[config.mk]
export PLATFORM = sky130hd
export DESIGN_NAME = tcs_timer_set
export DESIGN_NICKNAME = d
export VERILOG_FILES = /design/src/hw/tcs_timer_set.v
export VERILOG_INCLUDE_DIRS = /design/src /design/src/inc
export SDC_FILE = /design/constraint.sdc
export NUM_CORES = 1
export LEC_CHECK = 0
export ABC_AREA = 1
export BUFFER_PORTS_ARGS = -buffer_cell sky130_fd_sc_hd__buf_2
export CELL_PAD_IN_SITES_DETAIL_PLACEMENT = 1
export CELL_PAD_IN_SITES_GLOBAL_PLACEMENT = 1
export CORE_ASPECT_RATIO = 1.2
export CORE_MARGIN = 5
export CORE_UTILIZATION = 45
export DETAILED_ROUTE_END_ITERATION = 16
export HOLD_SLACK_MARGIN = 0.1
export PLACE_DENSITY_LB_ADDON = 0.3
export SLEW_MARGIN = 0
export SYNTH_ARGS = -nofsm -noshare
export SYNTH_HDL_FRONTEND = slang
export SYNTH_SLANG_ARGS = --single-unit
[constraint.sdc]
create_clock -name ref_clk -period 6.7 [get_ports ref_clk]
set_clock_uncertainty 0.1 [all_clocks]
set_input_delay 1.34 -clock ref_clk [delete_from_list [all_inputs] [get_ports ref_clk]]
set_output_delay 1.34 -clock ref_clk [all_outputs]
set_load 0.02 [all_outputs]
[src/inc/tcs_map.vh]
`ifndef TCS_MAP_VH
`define TCS_MAP_VH
// Register word offsets (byte addresses on a 32-bit Wishbone bus)
`define TCS_TIMER_MODE_ADDR    8'h00
`define TCS_TIMER_CTRL_ADDR    8'h04
`define TCS_CLK_CTRL_ADDR      8'h08
`define TCS_T0_COUNT_ADDR      8'h0C
`define TCS_T1_COUNT_ADDR      8'h10
`define TCS_THIRD_CTRL_ADDR    8'h14
`define TCS_THIRD_MODE_ADDR    8'h18
`define TCS_THIRD_COUNT_ADDR   8'h1C
`define TCS_CAPTURE_ADDR       8'h20
// Timer mode register fields (timer zero low nibble, timer one high nibble)
`define TCS_TM_MODE_LO         0
`define TCS_TM_MODE_HI         1
`define TCS_TM_CT0             2
`define TCS_TM_GATE0           3
`define TCS_TM_CT1             6
`define TCS_TM_GATE1           7
// Timer control register fields
`define TCS_TC_RUN0            4
`define TCS_TC_OVF0            5
`define TCS_TC_RUN1            6
`define TCS_TC_OVF1            7
// Clock control register fields
`define TCS_CK_TURBO0          3
`define TCS_CK_TURBO1          4
// Third timer control register fields
`define TCS_T3_CRSEL           0
`define TCS_T3_CT              1
`define TCS_T3_RUN             2
`define TCS_T3_EXEN            3
`define TCS_T3_TXCLK           4
`define TCS_T3_RXCLK           5
`define TCS_T3_EXF             6
`define TCS_T3_OVF             7
// Third timer mode register fields
`define TCS_T3M_UPDN           0
`define TCS_T3M_CAPCLR         3
// Reset values
`define TCS_CLK_CTRL_RST       8'h00
// Prescaler divide counts
`define TCS_DIV_STD            4'hC
`define TCS_DIV_TURBO          4'h4
`define TCS_MACHINE_CYCLE      4'h4
`endif

[src/hw/tcs_timer_set.v]
`timescale 1ns/1ps
`include "tcs_map.vh"
module tcs_timer_set (
  // Clock and reset
  input  wire        ref_clk,
  input  wire        reset,
  // Wishbone slave
  input  wire        wb_cyc_i,
  input  wire        wb_stb_i,
  input  wire        wb_we_i,
  input  wire [7:0]  wb_adr_i,
  input  wire [3:0]  wb_sel_i,
  input  wire [31:0] wb_dat_i,
  output reg  [31:0] wb_dat_o,
  output reg         wb_ack_o,
  // External pins
  input  wire        count_pin_zero,
  input  wire        count_pin_one,
  input  wire        external_interrupt_pin_zero,
  input  wire        external_interrupt_pin_one,
  input  wire        third_count_pin,
  input  wire        trigger_pin,
  // Interrupt requests
  output reg         irq_timer_zero,
  output reg         irq_timer_one,
  output reg         irq_third
);
  ////////////////////////////////////////////////////////////////////////////
  // Registers
  reg [7:0]  timer_mode_register_ff;          // Mode, select, gate bits
  reg [7:0]  timer_control_register_ff;       // Run bits and flags
  reg [7:0]  clk_ctrl_ff;                     // Turbo selects
  reg [7:0]  t0_low_ff, t0_high_ff;           // Timer zero bytes
  reg [7:0]  t1_low_ff, t1_high_ff;           // Timer one bytes
  reg [7:0]  third_timer_control_register_ff; // Third control
  reg [7:0]  third_timer_mode_register_ff;    // Third mode
  reg [15:0] third_count_ff;                  // Third count
  reg [15:0] capture_ff;                      // Capture pair
  reg [3:0]  mc_cnt_ff;                       // Machine cycle divider
  reg [3:0]  div0_ff, div1_ff, div3_ff;       // Time base dividers
  reg [2:0]  sy_c0_ff, sy_c1_ff, sy_i0_ff, sy_i1_ff, sy_c3_ff, sy_tr_ff; // Pin syncs
  reg        st_c0_ff, st_c1_ff, st_i0_ff, st_i1_ff, st_c3_ff, st_tr_ff; // Agreed levels
  reg        smp_c0_ff, smp_c1_ff, smp_c3_ff, smp_tr_ff; // Machine cycle samples
  ////////////////////////////////////////////////////////////////////////////
  // Helpers
  // Bus address decode, used by read and write paths
  function hit;
    input [7:0] adr;
    input [7:0] want;
    hit = (adr == want);
  endfunction
  // Divider tick: counts down to one then reloads
  function [3:0] div_next;
    input [3:0] cur;
    input       turbo;
    div_next = (cur > 4'h1) ? cur - 4'h1 : (turbo ? `TCS_DIV_TURBO : `TCS_DIV_STD);
  endfunction
  ////////////////////////////////////////////////////////////////////////////
  // Field taps
  wire [1:0] mode0 = timer_mode_register_ff[`TCS_TM_MODE_HI:`TCS_TM_MODE_LO];
  wire [1:0] mode1 = timer_mode_register_ff[`TCS_TM_MODE_HI + 4:`TCS_TM_MODE_LO + 4];
  wire split0 = (mode0 == 2'b11);
  wire ct0 = timer_mode_register_ff[`TCS_TM_CT0];
  wire ct1 = timer_mode_register_ff[`TCS_TM_CT1];
  wire run0 = timer_control_register_ff[`TCS_TC_RUN0];
  wire run1 = timer_control_register_ff[`TCS_TC_RUN1];
  wire crsel = third_timer_control_register_ff[`TCS_T3_CRSEL];
  wire exen = third_timer_control_register_ff[`TCS_T3_EXEN];
  wire baud = third_timer_control_register_ff[`TCS_T3_TXCLK] |
              third_timer_control_register_ff[`TCS_T3_RXCLK];
  wire updn = third_timer_mode_register_ff[`TCS_T3M_UPDN];
  ////////////////////////////////////////////////////////////////////////////
  // Tick generation
  wire mc_tick = (mc_cnt_ff == 4'h1);
  wire tb0 = (div0_ff == 4'h1);
  wire tb1 = (div1_ff == 4'h1);
  wire tb3 = (div3_ff == 4'h1);
  // falling edge between two machine cycle samples
  wire fall0 = mc_tick & smp_c0_ff & ~st_c0_ff;
  wire fall1 = mc_tick & smp_c1_ff & ~st_c1_ff;
  wire fall3 = mc_tick & smp_c3_ff & ~st_c3_ff;
  wire trig_fall = mc_tick & smp_tr_ff & ~st_tr_ff;
  wire en0 = run0 & (~timer_mode_register_ff[`TCS_TM_GATE0] | st_i0_ff);
  // timer one run bit is borrowed while timer zero is split
  wire en1 = (split0 | run1) & (~timer_mode_register_ff[`TCS_TM_GATE1] | st_i1_ff);
  // counted source is clock ticks or pin edges
  wire inc0 = en0 & (ct0 ? fall0 : tb0);
  wire inc1 = en1 & (ct1 ? fall1 : tb1);
  // split high byte counts clock with timer one run bit
  wire inc0h = split0 & run1 & tb0;
  // third timer source, run bit gating
  wire inc3 = third_timer_control_register_ff[`TCS_T3_RUN] &
              (third_timer_control_register_ff[`TCS_T3_CT] ? fall3 : tb3);
  // Writes land on the edge where the master sees ack, never earlier
  wire wr = wb_cyc_i & wb_stb_i & wb_we_i & wb_ack_o & wb_sel_i[0];
  ////////////////////////////////////////////////////////////////////////////
  // Pin synchronisers and machine cycle sampling
  always @(posedge ref_clk or posedge reset) begin
    if (reset) begin
      sy_c0_ff <= 3'h0; sy_c1_ff <= 3'h0; sy_i0_ff <= 3'h0;
      sy_i1_ff <= 3'h0; sy_c3_ff <= 3'h0; sy_tr_ff <= 3'h0;
      st_c0_ff <= 1'b0; st_c1_ff <= 1'b0; st_i0_ff <= 1'b0;
      st_i1_ff <= 1'b0; st_c3_ff <= 1'b0; st_tr_ff <= 1'b0;
      smp_c0_ff <= 1'b0; smp_c1_ff <= 1'b0; smp_c3_ff <= 1'b0; smp_tr_ff <= 1'b0;
      mc_cnt_ff <= `TCS_MACHINE_CYCLE;
    end else begin
      sy_c0_ff <= {sy_c0_ff[1:0], count_pin_zero};
      sy_c1_ff <= {sy_c1_ff[1:0], count_pin_one};
      sy_i0_ff <= {sy_i0_ff[1:0], external_interrupt_pin_zero};
      sy_i1_ff <= {sy_i1_ff[1:0], external_interrupt_pin_one};
      sy_c3_ff <= {sy_c3_ff[1:0], third_count_pin};
      sy_tr_ff <= {sy_tr_ff[1:0], trigger_pin};
      // Level accepted only once stages two and three agree
      if (sy_c0_ff[1] == sy_c0_ff[2]) st_c0_ff <= sy_c0_ff[2];
      if (sy_c1_ff[1] == sy_c1_ff[2]) st_c1_ff <= sy_c1_ff[2];
      if (sy_i0_ff[1] == sy_i0_ff[2]) st_i0_ff <= sy_i0_ff[2];
      if (sy_i1_ff[1] == sy_i1_ff[2]) st_i1_ff <= sy_i1_ff[2];
      if (sy_c3_ff[1] == sy_c3_ff[2]) st_c3_ff <= sy_c3_ff[2];
      if (sy_tr_ff[1] == sy_tr_ff[2]) st_tr_ff <= sy_tr_ff[2];
      mc_cnt_ff <= div_next(mc_cnt_ff, 1'b1);
      // One sample per machine cycle
      if (mc_tick) begin
        smp_c0_ff <= st_c0_ff; smp_c1_ff <= st_c1_ff;
        smp_c3_ff <= st_c3_ff; smp_tr_ff <= st_tr_ff;
      end
    end
  end
  ////////////////////////////////////////////////////////////////////////////
  // Time base dividers; third timer always uses divide by 12 unless turbo zero
  always @(posedge ref_clk or posedge reset) begin
    if (reset) begin
      div0_ff <= `TCS_DIV_STD;
      div1_ff <= `TCS_DIV_STD;
      div3_ff <= `TCS_DIV_STD;
    end else begin
      div0_ff <= div_next(div0_ff, clk_ctrl_ff[`TCS_CK_TURBO0]);
      div1_ff <= div_next(div1_ff, clk_ctrl_ff[`TCS_CK_TURBO1]);
      div3_ff <= div_next(div3_ff, clk_ctrl_ff[`TCS_CK_TURBO0]);
    end
  end
  ////////////////////////////////////////////////////////////////////////////
  // General timers, mode registers and bus writes
  reg [7:0] n_t0l, n_t0h, n_t1l, n_t1h;
  reg       ovf0_set, ovf1_set, ovf1_own;
  always @* begin
    n_t0l = t0_low_ff; n_t0h = t0_high_ff;
    n_t1l = t1_low_ff; n_t1h = t1_high_ff;
    ovf0_set = 1'b0; ovf1_set = 1'b0; ovf1_own = 1'b0;
    // Timer zero
    if (inc0) begin
      case (mode0)
        2'b00: begin
          n_t0l = {3'h0, t0_low_ff[4:0] + 5'h01};
          if (t0_low_ff[4:0] == 5'h1F) begin
            n_t0h = t0_high_ff + 8'h01;
            ovf0_set = (t0_high_ff == 8'hFF);
          end
        end
        2'b01: begin
          {n_t0h, n_t0l} = {t0_high_ff, t0_low_ff} + 16'h0001;
          ovf0_set = ({t0_high_ff, t0_low_ff} == 16'hFFFF);
        end
        2'b10: begin
          // low byte reloads from high byte
          n_t0l = (t0_low_ff == 8'hFF) ? t0_high_ff : t0_low_ff + 8'h01;
          ovf0_set = (t0_low_ff == 8'hFF);
        end
        default: begin
          n_t0l = t0_low_ff + 8'h01;
          ovf0_set = (t0_low_ff == 8'hFF);
        end
      endcase
    end
    if (inc0h) begin
      n_t0h = t0_high_ff + 8'h01;
      ovf1_set = (t0_high_ff == 8'hFF);
    end
    // Timer one; its split mode freezes it
    if (inc1 && mode1 != 2'b11) begin
      case (mode1)
        2'b00: begin
          n_t1l = {3'h0, t1_low_ff[4:0] + 5'h01};
          if (t1_low_ff[4:0] == 5'h1F) begin
            n_t1h = t1_high_ff + 8'h01;
            ovf1_own = (t1_high_ff == 8'hFF);
          end
        end
        2'b01: begin
          {n_t1h, n_t1l} = {t1_high_ff, t1_low_ff} + 16'h0001;
          ovf1_own = ({t1_high_ff, t1_low_ff} == 16'hFFFF);
        end
        default: begin
          n_t1l = (t1_low_ff == 8'hFF) ? t1_high_ff : t1_low_ff + 8'h01;
          ovf1_own = (t1_low_ff == 8'hFF);
        end
      endcase
    end
  end
  always @(posedge ref_clk or posedge reset) begin
    if (reset) begin
      timer_mode_register_ff    <= 8'h00;
      timer_control_register_ff <= 8'h00;
      clk_ctrl_ff <= `TCS_CLK_CTRL_RST;
      t0_low_ff <= 8'h00; t0_high_ff <= 8'h00;
      t1_low_ff <= 8'h00; t1_high_ff <= 8'h00;
    end else begin
      t0_low_ff <= n_t0l; t0_high_ff <= n_t0h;
      t1_low_ff <= n_t1l; t1_high_ff <= n_t1h;
      if (wr && hit(wb_adr_i, `TCS_TIMER_MODE_ADDR)) timer_mode_register_ff <= wb_dat_i[7:0];
      if (wr && hit(wb_adr_i, `TCS_CLK_CTRL_ADDR)) clk_ctrl_ff <= wb_dat_i[7:0];
      if (wr && hit(wb_adr_i, `TCS_T0_COUNT_ADDR)) begin
        t0_low_ff <= wb_dat_i[7:0];
        t0_high_ff <= wb_dat_i[15:8];
      end
      if (wr && hit(wb_adr_i, `TCS_T1_COUNT_ADDR)) begin
        t1_low_ff <= wb_dat_i[7:0];
        t1_high_ff <= wb_dat_i[15:8];
      end
      if (wr && hit(wb_adr_i, `TCS_TIMER_CTRL_ADDR)) timer_control_register_ff <= wb_dat_i[7:0];
      // Hardware set wins over a same-cycle software clear
      if (ovf0_set) timer_control_register_ff[`TCS_TC_OVF0] <= 1'b1;
      // timer one loses its flag while timer zero is split
      if (ovf1_set || (ovf1_own && !split0))
        timer_control_register_ff[`TCS_TC_OVF1] <= 1'b1;
    end
  end
  ////////////////////////////////////////////////////////////////////////////
  // Third timer
  reg [15:0] n_cnt3;
  reg        set_ovf3, set_exf3, tog_exf3, n_up;
  always @* begin
    n_cnt3 = third_count_ff;
    set_ovf3 = 1'b0; set_exf3 = 1'b0; tog_exf3 = 1'b0;
    n_up = st_tr_ff;
    if (baud) begin
      // reload on wrap without overflow flag
      if (inc3) n_cnt3 = (third_count_ff == 16'hFFFF) ? capture_ff : third_count_ff + 16'h0001;
      set_exf3 = exen & trig_fall;
    end else if (crsel) begin
      if (inc3) begin
        n_cnt3 = third_count_ff + 16'h0001;
        set_ovf3 = (third_count_ff == 16'hFFFF);
      end
      // capture on trigger edge, flag set
      if (exen & trig_fall) begin
        set_exf3 = 1'b1;
        if (third_timer_mode_register_ff[`TCS_T3M_CAPCLR]) n_cnt3 = 16'h0000;
      end
    end else if (!updn) begin
      // up counter with reload on wrap
      if (inc3) begin
        n_cnt3 = (third_count_ff == 16'hFFFF) ? capture_ff : third_count_ff + 16'h0001;
        set_ovf3 = (third_count_ff == 16'hFFFF);
      end
      // trigger edge reloads and sets external flag
      if (exen & trig_fall) begin
        n_cnt3 = capture_ff;
        set_exf3 = 1'b1;
      end
    end else if (inc3) begin
      // trigger high counts up; low counts down
      if (n_up) begin
        n_cnt3 = (third_count_ff == 16'hFFFF) ? capture_ff : third_count_ff + 16'h0001;
        set_ovf3 = (third_count_ff == 16'hFFFF);
      end else begin
        // down past capture value loads all ones
        n_cnt3 = (third_count_ff == capture_ff) ? 16'hFFFF : third_count_ff - 16'h0001;
        set_ovf3 = (third_count_ff == capture_ff);
      end
      tog_exf3 = set_ovf3;
    end
  end
  always @(posedge ref_clk or posedge reset) begin
    if (reset) begin
      third_timer_control_register_ff <= 8'h00;
      third_timer_mode_register_ff    <= 8'h00;
      third_count_ff <= 16'h0000;
      capture_ff     <= 16'h0000;
    end else begin
      third_count_ff <= n_cnt3;
      if (wr && hit(wb_adr_i, `TCS_THIRD_MODE_ADDR)) third_timer_mode_register_ff <= wb_dat_i[7:0];
      if (wr && hit(wb_adr_i, `TCS_THIRD_COUNT_ADDR)) third_count_ff <= wb_dat_i[15:0];
      if (wr && hit(wb_adr_i, `TCS_CAPTURE_ADDR)) capture_ff <= wb_dat_i[15:0];
      if (!baud && crsel && exen && trig_fall) capture_ff <= third_count_ff;
      if (wr && hit(wb_adr_i, `TCS_THIRD_CTRL_ADDR)) third_timer_control_register_ff <= wb_dat_i[7:0];
      if (set_ovf3) third_timer_control_register_ff[`TCS_T3_OVF] <= 1'b1;
      if (set_exf3) third_timer_control_register_ff[`TCS_T3_EXF] <= 1'b1;
      if (tog_exf3)
        third_timer_control_register_ff[`TCS_T3_EXF] <= ~third_timer_control_register_ff[`TCS_T3_EXF];
    end
  end
  ////////////////////////////////////////////////////////////////////////////
  // Bus answer and interrupt outputs
  reg [7:0] rd_byte;
  reg [15:0] rd_word;
  always @* begin
    rd_word = 16'h0000;
    rd_byte = 8'h00;
    if (hit(wb_adr_i, `TCS_TIMER_MODE_ADDR)) rd_byte = timer_mode_register_ff;
    if (hit(wb_adr_i, `TCS_TIMER_CTRL_ADDR)) rd_byte = timer_control_register_ff;
    if (hit(wb_adr_i, `TCS_CLK_CTRL_ADDR)) rd_byte = clk_ctrl_ff;
    if (hit(wb_adr_i, `TCS_THIRD_CTRL_ADDR)) rd_byte = third_timer_control_register_ff;
    if (hit(wb_adr_i, `TCS_THIRD_MODE_ADDR)) rd_byte = third_timer_mode_register_ff;
    if (hit(wb_adr_i, `TCS_T0_COUNT_ADDR)) rd_word = {t0_high_ff, t0_low_ff};
    if (hit(wb_adr_i, `TCS_T1_COUNT_ADDR)) rd_word = {t1_high_ff, t1_low_ff};
    if (hit(wb_adr_i, `TCS_THIRD_COUNT_ADDR)) rd_word = third_count_ff;
    if (hit(wb_adr_i, `TCS_CAPTURE_ADDR)) rd_word = capture_ff;
  end
  always @(posedge ref_clk or posedge reset) begin
    if (reset) begin
      wb_ack_o <= 1'b0;
      wb_dat_o <= 32'h00000000;
      irq_timer_zero <= 1'b0;
      irq_timer_one <= 1'b0;
      irq_third <= 1'b0;
    end else begin
      // Unmapped addresses still acknowledge and read zero
      wb_ack_o <= wb_cyc_i & wb_stb_i & ~wb_ack_o;
      wb_dat_o <= {16'h0000, rd_word | {8'h00, rd_byte}};
      irq_timer_zero <= timer_control_register_ff[`TCS_TC_OVF0];
      irq_timer_one <= timer_control_register_ff[`TCS_TC_OVF1];
      // external flag masked in up/down mode
      irq_third <= third_timer_control_register_ff[`TCS_T3_OVF] |
                   (third_timer_control_register_ff[`TCS_T3_EXF] & ~(updn & ~crsel & ~baud));
    end
  end
endmodule // tcs_timer_set

==> impl_metrics.xml <==
<?xml version="1.0" encoding="UTF-8"?>
<metrics>
  <group name="floorplanning">
    <metric name="die_width" unit="µm">152</metric>
    <metric name="design.die.area" unit="µm²">27500</metric>
    <metric name="effective_utilization_at_floorplan" unit="%">45.7</metric>
    <metric name="coreArea" unit="µm²">24000</metric>
    <metric name="top_level_ports" unit="">91</metric>
    <metric name="placementRows" unit="">62</metric>
    <metric name="die_height" unit="µm">181</metric>
  </group>
  <group name="cells_and_area">
    <metric name="largest_registers_ranked_by_flip_flop_count" unit="">capture_ff: 16 flops, third_count_ff: 16 flops, wb_dat_o: 16 flops</metric>
    <metric name="multi_input_comb_area" unit="µm²">5590</metric>
    <metric name="sequential_cell_area" unit="µm²">4210</metric>
    <metric name="post_route_cell_area" unit="µm²">11800</metric>
    <metric name="fill_cells" unit="">3039</metric>
    <metric name="area_delta_synth_final" unit="%">7.91</metric>
    <metric name="nNetsFinal" unit="">1558</metric>
    <metric name="finish.cell_count_without_fillers" unit="">1820</metric>
    <metric name="final_layout_size_suffix_gt1_share" unit="%">11.9</metric>
    <metric name="antenna_cells_inserted" unit="">0</metric>
  </group>
  <group name="clock_network">
    <metric name="number_of_clock_buffers_inserted_by_tritoncts" unit="">17</metric>
    <metric name="cts_tree" unit="">yes</metric>
    <metric name="cts_root_buf" unit="">sky130_fd_sc_hd__clkbuf_16</metric>
    <metric name="worst_setup_hold_path_clk_slew" unit="ns">0.07</metric>
    <metric name="cts_num_sinks" unit="">168</metric>
    <metric name="cts_hold_buf" unit="">0</metric>
    <metric name="cts_max_path_buffers" unit="">2</metric>
    <metric name="htree_levels" unit="">4</metric>
    <metric name="cts_setup_buffers" unit="">0</metric>
    <metric name="post_cts.resized_instances" unit="">0</metric>
    <metric name="clock_insertion_delay_worst_skew" unit="ns">0.45</metric>
  </group>
  <group name="placement">
    <metric name="area_post_placement" unit="µm²">11200</metric>
    <metric name="gp_routability_congestion" unit="">0.915</metric>
    <metric name="dp.final_hpwl" unit="mm">27.2</metric>
    <metric name="i_o_buffers" unit="">55</metric>
    <metric name="dp.cells" unit="">1788</metric>
  </group>
  <group name="pwr">
    <metric name="power.leakage" unit="µW">0.00567</metric>
    <metric name="ir_drop" unit="mV">0.210</metric>
    <metric name="p_per_area" unit="nW/µm²">230</metric>
  </group>
  <group name="status">
    <metric name="status" unit="">finished, final reports clean</metric>
  </group>
  <group name="timing">
    <metric name="final-max-slew-violation-count" unit="">0</metric>
    <metric name="post-route-period-util" unit="%">52.3</metric>
    <metric name="slew_headroom" unit="%">18.3</metric>
    <metric name="holdWs" unit="ns">0.250</metric>
    <metric name="worstMarginPinSlew" unit="ns">1.22</metric>
    <metric name="setup_violation_total_in_the_final_timing_report" unit="">0</metric>
    <metric name="timing.setup.tns" unit="ns">0</metric>
    <metric name="finalCriticalPeriod" unit="ns">3.50</metric>
    <metric name="finalHoldViolations" unit="">0</metric>
    <metric name="unrepaired_setup_endpoints_after_global_routing" unit="">false</metric>
    <metric name="fmax" unit="MHz">285</metric>
  </group>
  <group name="detailed_routing">
    <metric name="detail_route.vias_per_cell" unit="">5.80</metric>
    <metric name="drt_iter0_markers" unit="">870</metric>
    <metric name="dr_total_vias" unit="">10600</metric>
    <metric name="remaining_drcs" unit="">0</metric>
    <metric name="post_drt_wl_per_cell" unit="µm">20.8</metric>
    <metric name="drt_pre_antenna_iters" unit="">5</metric>
    <metric name="postRouteAntennaNets" unit="">0</metric>
    <metric name="wirelength" unit="mm">37.8</metric>
  </group>
  <group name="global_routing">
    <metric name="pin_count_of_the_biggest_net_entering_global_routing" unit="">61</metric>
    <metric name="first_global_vias" unit="">11100</metric>
    <metric name="grt_overflow" unit="">0</metric>
    <metric name="grt_first_pass_wirelength" unit="mm">60.2</metric>
    <metric name="global_route.usage.total" unit="%">27.3</metric>
    <metric name="grt_antenna_before_repair" unit="">0</metric>
  </group>
  <group name="worst_setup_path">
    <metric name="rrSetupSlack" unit="ns">3.43</metric>
    <metric name="worst-path-max-fanout" unit="">16</metric>
    <metric name="critPathArrivalTime" unit="ns">3.73</metric>
    <metric name="cp-end-kind" unit="">register</metric>
    <metric name="required" unit="ns">6.93</metric>
    <metric name="rr_worst_depth" unit="">6</metric>
    <metric name="critical_path.startpoint_type" unit="">input pin</metric>
    <metric name="timing_worst_setup_path_type" unit="">in -&gt; reg</metric>
  </group>
  <group name="synth">
    <metric name="synth_largest_area_cell" unit="">sky130_fd_sc_hd__dfrtp_1</metric>
    <metric name="synth_edf_count" unit="">0</metric>
    <metric name="synth.top_cells.by_area" unit="">sky130_fd_sc_hd__dfrtp_1, sky130_fd_sc_hd__nand2_1, sky130_fd_sc_hd__o21ai_0</metric>
    <metric name="synth-warning-count" unit="">0</metric>
    <metric name="syn-cell-area" unit="µm²">10900</metric>
    <metric name="synth_cells" unit="">1468</metric>
    <metric name="synth_flop_cell" unit="">sky130_fd_sc_hd__dfrtp_1</metric>
    <metric name="post_synth_num_cell_types" unit="">63</metric>
    <metric name="ys_ff_latch" unit="">168</metric>
    <metric name="synth.yosys.seq_area_share" unit="%">38.5</metric>
    <metric name="synthesized_area_per_cell" unit="µm²">7.45</metric>
    <metric name="netlist.area_leader.share" unit="%">36.8</metric>
    <metric name="async_flop_share" unit="%">100</metric>
  </group>
  <group name="worst_hold_path">
    <metric name="hold-path-cell-count" unit="">0</metric>
    <metric name="worst_hold_path_type" unit="">reg -&gt; reg</metric>
  </group>
  <group name="run">
    <metric name="max_cap_violations" unit="">0</metric>
  </group>
</metrics>
-- stage by stage --
step | worst slack (ns) | util (%) | total power [µW]
after floorplan | 0.725 | - | 1610
after global placement | 2.89 | 46.9 | 1700
after detailed placement | 2.77 | 46.9 | 1730
after CTS | 3.22 | 49.3 | 2720
after global routing | 2.98 | 49.3 | 2850
final | 3.20 | 49.3 | 2720
-- cell usage in the layout (no fill, tap or decap), drive strengths merged, types with 2 or more instances in the layout --
master,synthesis,layout
nand2,373,373
o22ai,24,24
nor2,122,122
nand3,73,73
a221oi,13,13
clkbuf,13,19
mux2i,2,2
o2111ai,9,9
o211ai,24,24
or2,8,8
dfrtp,161,161
xnor2,6,6
o21bai,2,2
conb,1,16
clkinv,2,4
o21ai,163,163
dfstp,7,7
a22oi,5,5
nor4,3,3
xor2,37,37
nand4,13,13
buf,61,59
nor3,15,15
o221ai,17,17
clkinvlp,0,3
a21oi,87,87
inv,191,198
maj3,6,6
ha,16,16
-- where the power goes --
group	total [µW]	leakage (µW)	internal, µW	switching, µW
registers	1210	0.00206	1100	105
clock network	999	0.000274	531	468
logic	515	0.00334	177	339
-- area by class of cell --
type	instances	area share, %
inverters	193	6.20
multi-input cells	1048	47.3
clock inverters	13	1.10
well taps	320	3.39
flip-flops and latches	168	35.7
clock buffers	19	3.75
repair buffers	59	2.59
-- cell usage after synthesis (22+ instances only) --
cell type,number
sky130_fd_sc_hd__buf_4,31
sky130_fd_sc_hd__o22ai_1,24
sky130_fd_sc_hd__inv_1,172
sky130_fd_sc_hd__buf_2,22
sky130_fd_sc_hd__nand2_1,359
sky130_fd_sc_hd__nand3_1,69
sky130_fd_sc_hd__xor2_1,37
sky130_fd_sc_hd__o21ai_1,27
sky130_fd_sc_hd__a21oi_1,82
sky130_fd_sc_hd__o21ai_0,133
sky130_fd_sc_hd__dfrtp_1,161
sky130_fd_sc_hd__o211ai_1,24
sky130_fd_sc_hd__nor2_1,99
-- final timing paths --
kind / startpoint / to
max: wb_adr_i[1] / capture_ff[1]$_DFFE_PP0P_
min: sy_c3_ff[0]$_DFF_PP0_ / sy_c3_ff[1]$_DFF_PP0_
max reg2reg: third_timer_control_register_ff[5]$_DFFE_PP0P_ / capture_ff[13]$_DFFE_PP0P_
min reg2reg: sy_c3_ff[0]$_DFF_PP0_ / sy_c3_ff[1]$_DFF_PP0_
max in group asynchronous: reset / t0_low_ff[7]$_DFFE_PP0P_
min in group asynchronous: reset / sy_tr_ff[1]$_DFF_PP0_
-- metal layers --
metal  track usage (%)  vias to the layer above  wire length, µm
met5                 0                        -                0
met4              12.3                        0             1560
met3              4.07                      100             1650
met1              33.3                     5281            15700
met2              47.8                      317            18900
li1                  -                     4861                -
-- critical path, cell delays in order --
cell and delay (ns):
sky130_fd_sc_hd__buf_2 0.09, sky130_fd_sc_hd__nor2_1 0.13, sky130_fd_sc_hd__inv_2 0.10, sky130_fd_sc_hd__nor3_2 0.18, sky130_fd_sc_hd__nand3_1 0.62, sky130_fd_sc_hd__inv_1 0.24, sky130_fd_sc_hd__nand2_1 0.19, sky130_fd_sc_hd__nand2_1 0.38
sky130_fd_sc_hd__o21ai_0 0.17, sky130_fd_sc_hd__a21oi_1 0.21, sky130_fd_sc_hd__a21oi_1 0.07
-- logic make-up (layout without fill, tap and decap cells) --
family	after synthesis	after routing	share of synthesized area [%]
mux	3	3	0.286
buf+inv	267	284	11.0
xor+xnor	43	43	3.44
other cells	1	16	0.0343
fa+ha+maj	22	22	2.38
simple gates	611	611	25.4
compound gates	353	353	19.0
flops	168	168	38.5
Power figures use the tool's default switching activity.
